**config.mk**
```make
export PLATFORM = sky130hd
export DESIGN_NAME = tls_sequencer
export DESIGN_NICKNAME = d
export VERILOG_FILES = /design/src/tls_pkg.sv /design/src/tls_sequencer.sv
export SDC_FILE = /design/constraint.sdc
export NUM_CORES = 1
export LEC_CHECK = 0
export BUFFER_PORTS_ARGS = -buffer_cell sky130_fd_sc_hd__buf_2
export CORE_UTILIZATION = 61
export DETAILED_ROUTE_END_ITERATION = 10
export PLACE_DENSITY = 0.81
export SETUP_SLACK_MARGIN = 0.05
export SYNTH_ARGS = -nofsm -noshare
export SYNTH_HDL_FRONTEND = slang
export SYNTH_SLANG_ARGS = --single-unit
```
**constraint.sdc**
```tcl
create_clock -name ref_clk -period 2.9 [get_ports ref_clk]
set_input_delay 0.29 -clock ref_clk [delete_from_list [all_inputs] [get_ports ref_clk]]
set_output_delay 0.29 -clock ref_clk [all_outputs]
set_load 0.05 [all_outputs]
```
**src/tls_pkg.sv**
```systemverilog
// package for the tape load sequencer: constants, modes and carriers
package tls_pkg;

  // ---------------------------------------------------------------
  // clock and timing
  // ---------------------------------------------------------------
  localparam int unsigned CLK_HZ = 100000000;
  localparam int unsigned DEBOUNCE_US = 5000;
  localparam int unsigned DEBOUNCE_CYC = DEBOUNCE_US * (CLK_HZ / 1000000);
  localparam int unsigned GUARD_MS = 2000;
  localparam int unsigned GUARD_CYC = GUARD_MS * (CLK_HZ / 1000);
  localparam int unsigned SETTLE_MS = 1000;
  localparam int unsigned SETTLE_CYC = SETTLE_MS * (CLK_HZ / 1000);
  localparam int unsigned FAULT_MS = 3000;
  localparam int unsigned FAULT_CYC = FAULT_MS * (CLK_HZ / 1000);
  localparam int unsigned CNT_W = 32;

  // ---------------------------------------------------------------
  // register bus map
  // ---------------------------------------------------------------
  localparam logic [11:0] CTRL_OFS = 12'h000;
  localparam logic [11:0] STAT_OFS = 12'h004;
  localparam int unsigned CTRL_VACUUM_BIT = 0;
  localparam int unsigned CTRL_TWO_PRESS_BIT = 1;
  localparam logic [1:0] CTRL_RESET = 2'h0;

  // ---------------------------------------------------------------
  // types
  // ---------------------------------------------------------------
  typedef enum logic [1:0] {
    TLS_BTN_IDLE = 2'b00,
    TLS_BTN_HELD = 2'b01
  } tls_btn_t;

  typedef struct packed {
    logic load_button;
    logic arms_down_seen;
    logic arms_up_seen;
    logic interlock_a;
    logic interlock_b;
    logic vacuum_loops_ok;
    logic bot_marker_seen;
    logic tape_absent;
    logic loop_slack;
  } tls_sw_t;

  localparam int unsigned SW_W = 9;

  typedef struct packed {
    logic retract_relay;
    logic servo_connect_relay;
    logic reel_torque_n;
    logic forward_request;
    logic bot_stop_strobe;
    logic load_fault;
    logic load_indicator;
  } tls_out_t;

endpackage : tls_pkg

```
**src/tls_sequencer.sv**
```systemverilog
// tape load sequencer: synchronised switches, load flags, timers, relays, apb
`timescale 1ns/1ps

module tls_sequencer
  import tls_pkg::*;
#(
  parameter int unsigned DEBOUNCE = DEBOUNCE_CYC,
  parameter int unsigned GUARD = GUARD_CYC,
  parameter int unsigned SETTLE = SETTLE_CYC,
  parameter int unsigned FAULT = FAULT_CYC
) (
  input wire logic ref_clk,
  input wire logic nrst,
  input wire logic power_good_n,
  input wire tls_sw_t sw_in,
  input wire logic psel,
  input wire logic penable,
  input wire logic pwrite,
  input wire logic [11:0] paddr,
  input wire logic [31:0] pwdata,
  output logic [31:0] prdata,
  output logic pready,
  output logic pslverr,
  output tls_out_t act
);

  // ---------------------------------------------------------------
  // shared helpers
  // ---------------------------------------------------------------
  // every interval counter compares the same way, so the end point is defined once
  function automatic logic tls_reached(input logic [CNT_W-1:0] cnt, input int unsigned limit);
    tls_reached = cnt >= CNT_W'(limit);
  endfunction : tls_reached

  // only the two words of the map answer without an error
  function automatic logic tls_mapped(input logic [11:0] addr);
    tls_mapped = addr == CTRL_OFS || addr == STAT_OFS;
  endfunction : tls_mapped

  // ---------------------------------------------------------------
  // input synchronisers and debounce
  // ---------------------------------------------------------------
  logic [SW_W-1:0] s1, s2, s3, sw_db;
  logic [SW_W-1:0][CNT_W-1:0] db_cnt;
  logic pg1, pg2, pg3, pg_ok;
  tls_sw_t sw;

  always_ff @(posedge ref_clk or negedge nrst) begin
    if (!nrst) begin
      s1 <= '0;
      s2 <= '0;
      s3 <= '0;
      pg1 <= 1'b0;
      pg2 <= 1'b0;
      pg3 <= 1'b0;
    end else begin
      // the first stage may settle late, so only the second and third are ever compared
      s1 <= sw_in;
      s2 <= s1;
      s3 <= s2;
      // power_good_n high means supplies are good; low holds every load flag in init
      pg1 <= power_good_n;
      pg2 <= pg1;
      pg3 <= pg2;
    end
  end

  // power good counts once second and third stages agree
  always_ff @(posedge ref_clk or negedge nrst) begin
    if (!nrst) begin
      pg_ok <= 1'b0;
    end else if (pg2 == pg3) begin
      pg_ok <= pg3;
    end
  end

  // a switch change must hold steady for the debounce window before it counts
  always_ff @(posedge ref_clk or negedge nrst) begin
    if (!nrst) begin
      sw_db <= '0;
      db_cnt <= '0;
    end else begin
      for (int i = 0; i < SW_W; i++) begin
        // a glitch that flips back before the window ends restarts the count
        if (s2[i] != s3[i] || s3[i] == sw_db[i]) begin
          db_cnt[i] <= '0;
        end else if (tls_reached(db_cnt[i], DEBOUNCE)) begin
          sw_db[i] <= s3[i];
          db_cnt[i] <= '0;
        end else begin
          db_cnt[i] <= db_cnt[i] + 1'b1;
        end
      end
    end
  end

  assign sw = tls_sw_t'(sw_db);

  // ---------------------------------------------------------------
  // configuration register
  // ---------------------------------------------------------------
  logic [1:0] ctrl;
  logic vacuum, two_press;
  assign vacuum = ctrl[CTRL_VACUUM_BIT];
  assign two_press = ctrl[CTRL_TWO_PRESS_BIT];

  // ---------------------------------------------------------------
  // pushbutton press-release pulse
  // ---------------------------------------------------------------
  tls_btn_t btn;
  logic press_pulse;
  logic init;
  assign init = ~pg_ok;

  always_ff @(posedge ref_clk or negedge nrst) begin
    if (!nrst) begin
      btn <= TLS_BTN_IDLE;
      press_pulse <= 1'b0;
    end else begin
      press_pulse <= 1'b0;
      unique case (btn)
        TLS_BTN_IDLE: begin
          if (sw.load_button) begin
            btn <= TLS_BTN_HELD;
          end
        end
        TLS_BTN_HELD: begin
          if (!sw.load_button) begin
            btn <= TLS_BTN_IDLE;
            // the pulse follows the release, so a held button cannot start two loads
            press_pulse <= pg_ok;
          end
        end
        default: begin
          btn <= TLS_BTN_IDLE;
        end
      endcase
    end
  end

  // ---------------------------------------------------------------
  // sequencing flags
  // ---------------------------------------------------------------
  logic first_phase_flag, seek_bot_flag, loaded_flag, guard_timeout;
  logic interlock_made, entry_confirm, settle_ready, torque_on;
  logic fault_expired, guard_expired, second_phase_holdoff, bot_hit;
  logic [CNT_W-1:0] guard_cnt, settle_cnt, fault_cnt;
  logic guard_run;

  // the relay is part of the interlock: closed switches alone prove nothing
  assign interlock_made = act.servo_connect_relay & sw.interlock_a & sw.interlock_b;
  // swing-arm units settle at once, vacuum units after the load delay
  assign settle_ready = vacuum ? (first_phase_flag && tls_reached(settle_cnt, SETTLE)) : 1'b1;
  // torque only while threading; once interlocked the servos take over
  assign torque_on = first_phase_flag & ~interlock_made & settle_ready;
  assign entry_confirm = first_phase_flag & (vacuum ? sw.vacuum_loops_ok : sw.arms_down_seen);
  assign guard_expired = guard_run && tls_reached(guard_cnt, GUARD);
  assign fault_expired = torque_on && tls_reached(fault_cnt, FAULT);
  // two-press: the seek flag is held clear until the servos hold the loops
  assign second_phase_holdoff = two_press & ~interlock_made;
  assign bot_hit = seek_bot_flag & sw.bot_marker_seen;

  // aborts win over a press in the same cycle so a dying load cannot re-arm
  always_ff @(posedge ref_clk or negedge nrst) begin
    if (!nrst) begin
      first_phase_flag <= 1'b0;
    end else if (init || guard_timeout || fault_expired) begin
      first_phase_flag <= 1'b0;
    end else if (press_pulse && !loaded_flag && !first_phase_flag) begin
      first_phase_flag <= 1'b1;
    end
  end

  // last cycle's first phase, to see it fall
  logic fp_prev;
  always_ff @(posedge ref_clk or negedge nrst) begin
    if (!nrst) begin
      fp_prev <= 1'b0;
    end else begin
      fp_prev <= first_phase_flag;
    end
  end

  // ---------------------------------------------------------------
  // seek-to-marker phase and loaded flag
  // ---------------------------------------------------------------
  // two-press: the second pulse counts only after the first phase has ended
  // single press: the fall of the first phase starts the seek by itself
  logic start_seek;
  assign start_seek = !loaded_flag && (two_press
    ? (press_pulse && !first_phase_flag && interlock_made && fp_prev == first_phase_flag)
    : (fp_prev && !first_phase_flag && !init));

  always_ff @(posedge ref_clk or negedge nrst) begin
    if (!nrst) begin
      seek_bot_flag <= 1'b0;
      loaded_flag <= 1'b0;
    end else if (init) begin
      seek_bot_flag <= 1'b0;
      loaded_flag <= 1'b0;
    end else begin
      // clears take priority: the marker stops motion before anything re-arms it
      if (bot_hit || second_phase_holdoff && !start_seek) begin
        seek_bot_flag <= 1'b0;
      end else if (start_seek) begin
        seek_bot_flag <= 1'b1;
      end
      if (start_seek) begin
        loaded_flag <= 1'b1;
      end
    end
  end

  // ---------------------------------------------------------------
  // guard one-shot, load delay and fault timer
  // ---------------------------------------------------------------
  always_ff @(posedge ref_clk or negedge nrst) begin
    if (!nrst) begin
      guard_run <= 1'b0;
      guard_cnt <= '0;
      guard_timeout <= 1'b0;
    end else if (init) begin
      guard_run <= 1'b0;
      guard_cnt <= '0;
      guard_timeout <= 1'b0;
    end else begin
      guard_timeout <= 1'b0;
      // one shot per entry: a new run needs the first phase armed again
      if (entry_confirm && !guard_run && !guard_timeout && first_phase_flag) begin
        guard_run <= 1'b1;
        guard_cnt <= '0;
      end else if (guard_expired) begin
        guard_run <= 1'b0;
        guard_timeout <= 1'b1;
      end else if (guard_run) begin
        guard_cnt <= guard_cnt + 1'b1;
      end
    end
  end

  always_ff @(posedge ref_clk or negedge nrst) begin
    if (!nrst) begin
      settle_cnt <= '0;
    end else if (!first_phase_flag) begin
      settle_cnt <= '0;
    end else if (!tls_reached(settle_cnt, SETTLE)) begin
      // the count parks at the limit so settle-ready holds for the rest of the first phase
      settle_cnt <= settle_cnt + 1'b1;
    end
  end

  // the fault stays visible until the next press so the operator sees why it stopped
  logic fault_latch;
  always_ff @(posedge ref_clk or negedge nrst) begin
    if (!nrst) begin
      fault_cnt <= '0;
      fault_latch <= 1'b0;
    end else if (init) begin
      fault_cnt <= '0;
      fault_latch <= 1'b0;
    end else begin
      if (!torque_on || fault_expired) begin
        fault_cnt <= '0;
      end else begin
        fault_cnt <= fault_cnt + 1'b1;
      end
      if (fault_expired) begin
        fault_latch <= 1'b1;
      end else if (press_pulse) begin
        fault_latch <= 1'b0;
      end
    end
  end

  // ---------------------------------------------------------------
  // relay and output registers
  // ---------------------------------------------------------------
  logic next_retract;
  // retract/vacuum relay: swing arms down, vacuum motor, or arms home when untapped
  always_comb begin
    next_retract = 1'b0;
    if (vacuum) begin
      // the same relay starts the vacuum motor the moment loading begins
      next_retract = first_phase_flag;
    end else begin
      // arms run down until the stop switch closes, then the relay lets go
      next_retract = first_phase_flag && !sw.arms_down_seen;
      // an empty path with the arms off the load stop drives them home
      if (sw.tape_absent && sw.loop_slack && !sw.arms_up_seen) begin
        next_retract = 1'b1;
      end
    end
  end

  always_ff @(posedge ref_clk or negedge nrst) begin
    if (!nrst) begin
      act <= '0;
      act.reel_torque_n <= 1'b1;
    end else if (init) begin
      act <= '0;
      act.reel_torque_n <= 1'b1;
    end else begin
      // every output is a register so relay drivers never see decode glitches
      act.retract_relay <= next_retract;
      act.servo_connect_relay <= (entry_confirm && !guard_timeout)
        || (act.servo_connect_relay && sw.interlock_a && sw.interlock_b);
      act.reel_torque_n <= ~torque_on;
      act.forward_request <= seek_bot_flag && !bot_hit;
      act.bot_stop_strobe <= bot_hit;
      act.load_fault <= fault_latch | fault_expired;
      act.load_indicator <= loaded_flag;
    end
  end

  // ---------------------------------------------------------------
  // apb slave, zero wait states
  // ---------------------------------------------------------------
  // status word, low bit first: spare, power good, interlock, first phase,
  // seek, loaded, fault latch, guard running, settle ready
  logic [31:0] next_rdata;
  always_comb begin
    next_rdata = '0;
    unique case (paddr)
      CTRL_OFS: next_rdata = {30'h0, ctrl};
      STAT_OFS: next_rdata = {23'h0, settle_ready, guard_run, fault_latch, loaded_flag,
                              seek_bot_flag, first_phase_flag, interlock_made, pg_ok, 1'b0};
      default: next_rdata = '0;
    endcase
  end

  always_ff @(posedge ref_clk or negedge nrst) begin
    if (!nrst) begin
      prdata <= '0;
      pready <= 1'b0;
      pslverr <= 1'b0;
    end else begin
      // no wait state: the answer always stands in the first access cycle
      pready <= psel && !penable;
      pslverr <= psel && !penable && !tls_mapped(paddr);
      prdata <= (psel && !penable && !pwrite) ? next_rdata : '0;
    end
  end

  // mode changes mid-load are allowed but will confuse the sequence; set before loading
  always_ff @(posedge ref_clk or negedge nrst) begin
    if (!nrst) begin
      ctrl <= CTRL_RESET;
    end else if (psel && penable && pready && pwrite && paddr == CTRL_OFS) begin
      ctrl <= pwdata[1:0];
    end
  end

endmodule : tls_sequencer

```
==> summary.md <==
| Metric | Value |
|---|---|
| Outcome | `finished with violations` |
| Violated checks | `design-rule violations` |
| Count of endpoints failing setup in the final report | `0` |
| Core Region | `between 30,000 and 40,000 sq um` |
| Max-Cap Viols | `0` |
| Final weighted congestion in routability-driven placement | `a little over 0.8` |
| Starting density of the core | `62.46%` |
| Gate Count Post-Synth | `~1,800` |
| Hold Path Sink | `pslverr` |
| TritonRoute pass-1 iters | `10` |
| Final setup TNS | `0 ps` |
| Lkg Pwr | `9.413 nW` |
| Highest Signal Layer | `met4` |
| Largest net degree at the start of global routing | `between 100 and 150` |
| Power Dens Cells | `roughly 600 nW/um^2` |
| Hold Crit Start | `paddr[10]` |
| DIE AREA | `roughly 32,000 sq um` |
| Met3 routed WL | `around 1400 um` |
| Syn. warnings | `0` |
| Final #Nets | `~2,100` |
| First-pass GRT wire length | `approximately 63,000 um` |
| DRC | `4` |
| Required time worst endpoint | `3360 ps` |
| Number of sinks driven by the clock tree | `roughly 450` |
| Synth Cell Area | `~19,000 sq um` |
| DRT antenna net count | `0` |
| Max-slew violations | `0` |
| CP endpoint kind | `flip-flop` |
| Area delta synth->final | `15.22%` |
| Crit-path max FO | `47` |
| Routed vias | `around 13,000` |
| RSZ-0062 raised after global routing | `no` |
| Register area share after synthesis | `~59%` |
| Count of flip-flops with a built-in enable after synthesis | `0` |
| H-Tree Depth | `2` |
| R2r startpoint | `settle_cnt[11]` |
| I/O Buffers | `46` |
| Fillers | `around 2,100` |
| Root Buffer | `clkbuf_16` |
| Routed length on met2 | `roughly 18,000 um` |
| Cts bufs inserted | `47` |
| DIE WIDTH | `179.4 um` |
| Final WS setup | `about 510 ps` |
| Post-layout util | `between 70% and 80%` |
| Synthesized area per cell | `10.69 sq um` |
| Worst IR drop on VDD | `between 0.6 and 0.7 mV` |
| Total GRT Usage | `a little under a quarter` |
| Final period util | `82.39%` |
| Pre-CTS setup slack | `roughly 560 ps` |
| Worst Reg-to-Reg Cells | `6` |
| Crit path launch type | `flip-flop` |
| Total power | `roughly 13 mW` |
| CP Class | `flip-flop to flip-flop` |
| Hold Path Depth | `3` |
| Cell variety after synth | `65` |
| Clock slew at reported path FFs | `roughly 60 ps` |
| Register bit total from synthesis | `between 400 and 500` |
| Num rows | `between 60 and 70` |
| Initial DRC Count | `~940` |
| Max clock buf depth | `3` |
| Fin crit period | `2389 ps` |
| Slew margin rel. | `roughly 29%` |
| Post-DR vias/cell | `~5.5` |
| Clk_lat worst skew | `~560 ps` |
| CTS resizes | `0` |
| R2R setup slack | `approximately 500 ps` |
| R2R Path End | `settle_cnt[14]` |
| Slew @ Worst Pin | `about 1100 ps` |
| Initial antenna violation count | `1` |
| Vias in the first global route | `between 10,000 and 15,000` |
| CP arrival | `roughly 2900 ps` |
| Synth async-reset ratio | `between 90% and 100%` |
| IO Count | `100` |
| Antenna fix cells | `0` |
| Dpl hpwl | `approximately 23,000 um` |
| Avg WL per Cell | `about 15 um` |
| Commonest non-fill, non-tap cell in the layout | `dfrtp_1` |
| HP Class | `input pin to flip-flop` |
| Most frequent cells in the layout | `dfrtp_1 (452), nor2_1 (263), conb_1 (143)` |
| Skew final | `~26 ps` |
| CTS tree | `yes` |
| Die height | `between 150 and 200 um` |
| Final Hold Fails | `0` |
| Wire length on met1 | `between 15,000 and 20,000 um` |
| Main flop type after synthesis | `dfrtp_1` |
| Share of layout cells above drive strength 1 | `8.501%` |
| Congestion Overflow GR | `0` |
| Post-Route WL | `35,740 um` |
| Maximum clock frequency | `0.4185 GHz` |
==> sequential cells by signal, indices dropped and copies added (netlist names), 32 cells and up <==
signal,cells
guard_cnt,32
settle_cnt,32
db_cnt,288
fault_cnt,32
==> critical path, stage by stage (launching register included) <==
cell and delay [ps]:
dfrtp_1 400, or4_1 520, o2111ai_1 270, a22oi_2 160, buf_12 210, or4_1 540, a21oi_1 180
==> area by class of cell <==
type                       count  area, sq um  area share, %
sequential                   453        11340          51.23
multi-input combinational   1328         7726          34.91
clock buffer                  64         1310          5.919
timing repair buffer          85        633.1          2.861
tap                          396        495.5          2.239
clock inverter                22        317.8          1.436
inverter                      83        311.5          1.408
==> metal layers <==
| layer | vias up | global-route usage (%) |
|---|---|---|
| li1 | 6420 | - |
| met1 | 6563 | 30.88 |
| met2 | 262 | 39.42 |
| met3 | 75 | 3.748 |
| met4 | 0 | 7.414 |
| met5 | - | 0 |
==> power by group <==
part	total (mW)	switching, mW	internal (mW)	leakage, nW
Combinational	0.455	0.347	0.108	2.68
Sequential	6.53	0.0774	6.46	5.94
Clock	6.17	2.44	3.73	0.797
Total	13.2	2.86	10.3	9.41
==> worst max-delay path by stage <==
stage	start	to	slack (ps)	cells past startpoint
floorplan	settle_cnt[11]	settle_cnt[16]	870	6
global placement	guard_cnt[29]	guard_cnt[21]	620	5
detailed placement	guard_cnt[29]	guard_cnt[21]	560	5
CTS	settle_cnt[11]	settle_cnt[14]	510	6
global route	settle_cnt[11]	settle_cnt[14]	350	6
finish	settle_cnt[11]	settle_cnt[14]	510	6
==> repair_timing <==
action / CTS / global route
endpoints found under the hold margin: 72 / 0
setup buffers: 0 / 0
hold buffers: 15 / 0
==> synthesized netlist by cell type, types with 7 or more instances <==
cell type / instances / share of area, %
o2111ai_1: 8 / 0.36
nor4_1: 42 / 1.4
o21ai_0: 31 / 0.81
o31ai_1: 14 / 0.55
dfrtp_1: 452 / 59
and4_1: 27 / 1.2
nand3_1: 99 / 2.6
o31a_1: 7 / 0.32
and2_1: 18 / 0.59
a21oi_1: 39 / 1.0
clkbuf_1: 39 / 0.76
mux2i_1: 8 / 0.42
nand4_1: 59 / 1.9
mux2_2: 8 / 0.47
ha_1: 25 / 1.6
inv_1: 82 / 1.6
nand2_1: 107 / 2.1
nand2b_1: 13 / 0.42
xnor2_1: 99 / 4.5
or4_1: 27 / 1.1
and3_1: 30 / 0.98
buf_2: 9 / 0.23
or3_1: 22 / 0.72
xor2_1: 83 / 3.8
nor3_1: 82 / 2.1
a31oi_1: 11 / 0.36
buf_4: 24 / 0.94
nor2_1: 263 / 5.1
==> cells by family after synthesis <==
kind of cell    Yosys count  share of synthesized area (%)
simple gates            813                          21.26
xor+xnor                182                          8.299
fa+ha+maj                26                          1.681
other cells               1                        0.01952
compound gates          148                          5.198
mux                      16                         0.8860
flops                   453                          59.03
buf+inv                 157                          3.635
==> per-stage QoR <==
step | hold WS [ps] | instance area, sq um | cells
floorplan | -5.591 | 19740 | 1938
global placement | 285.5 | 20350 | 2330
detailed placement | 299.1 | 20350 | 2330
CTS | 0.7687 | 22130 | 2431
global route | 56.92 | 22130 | 2431
finish | 48.46 | 22130 | 2431
No activity file was read; power rests on OpenSTA's default activity.
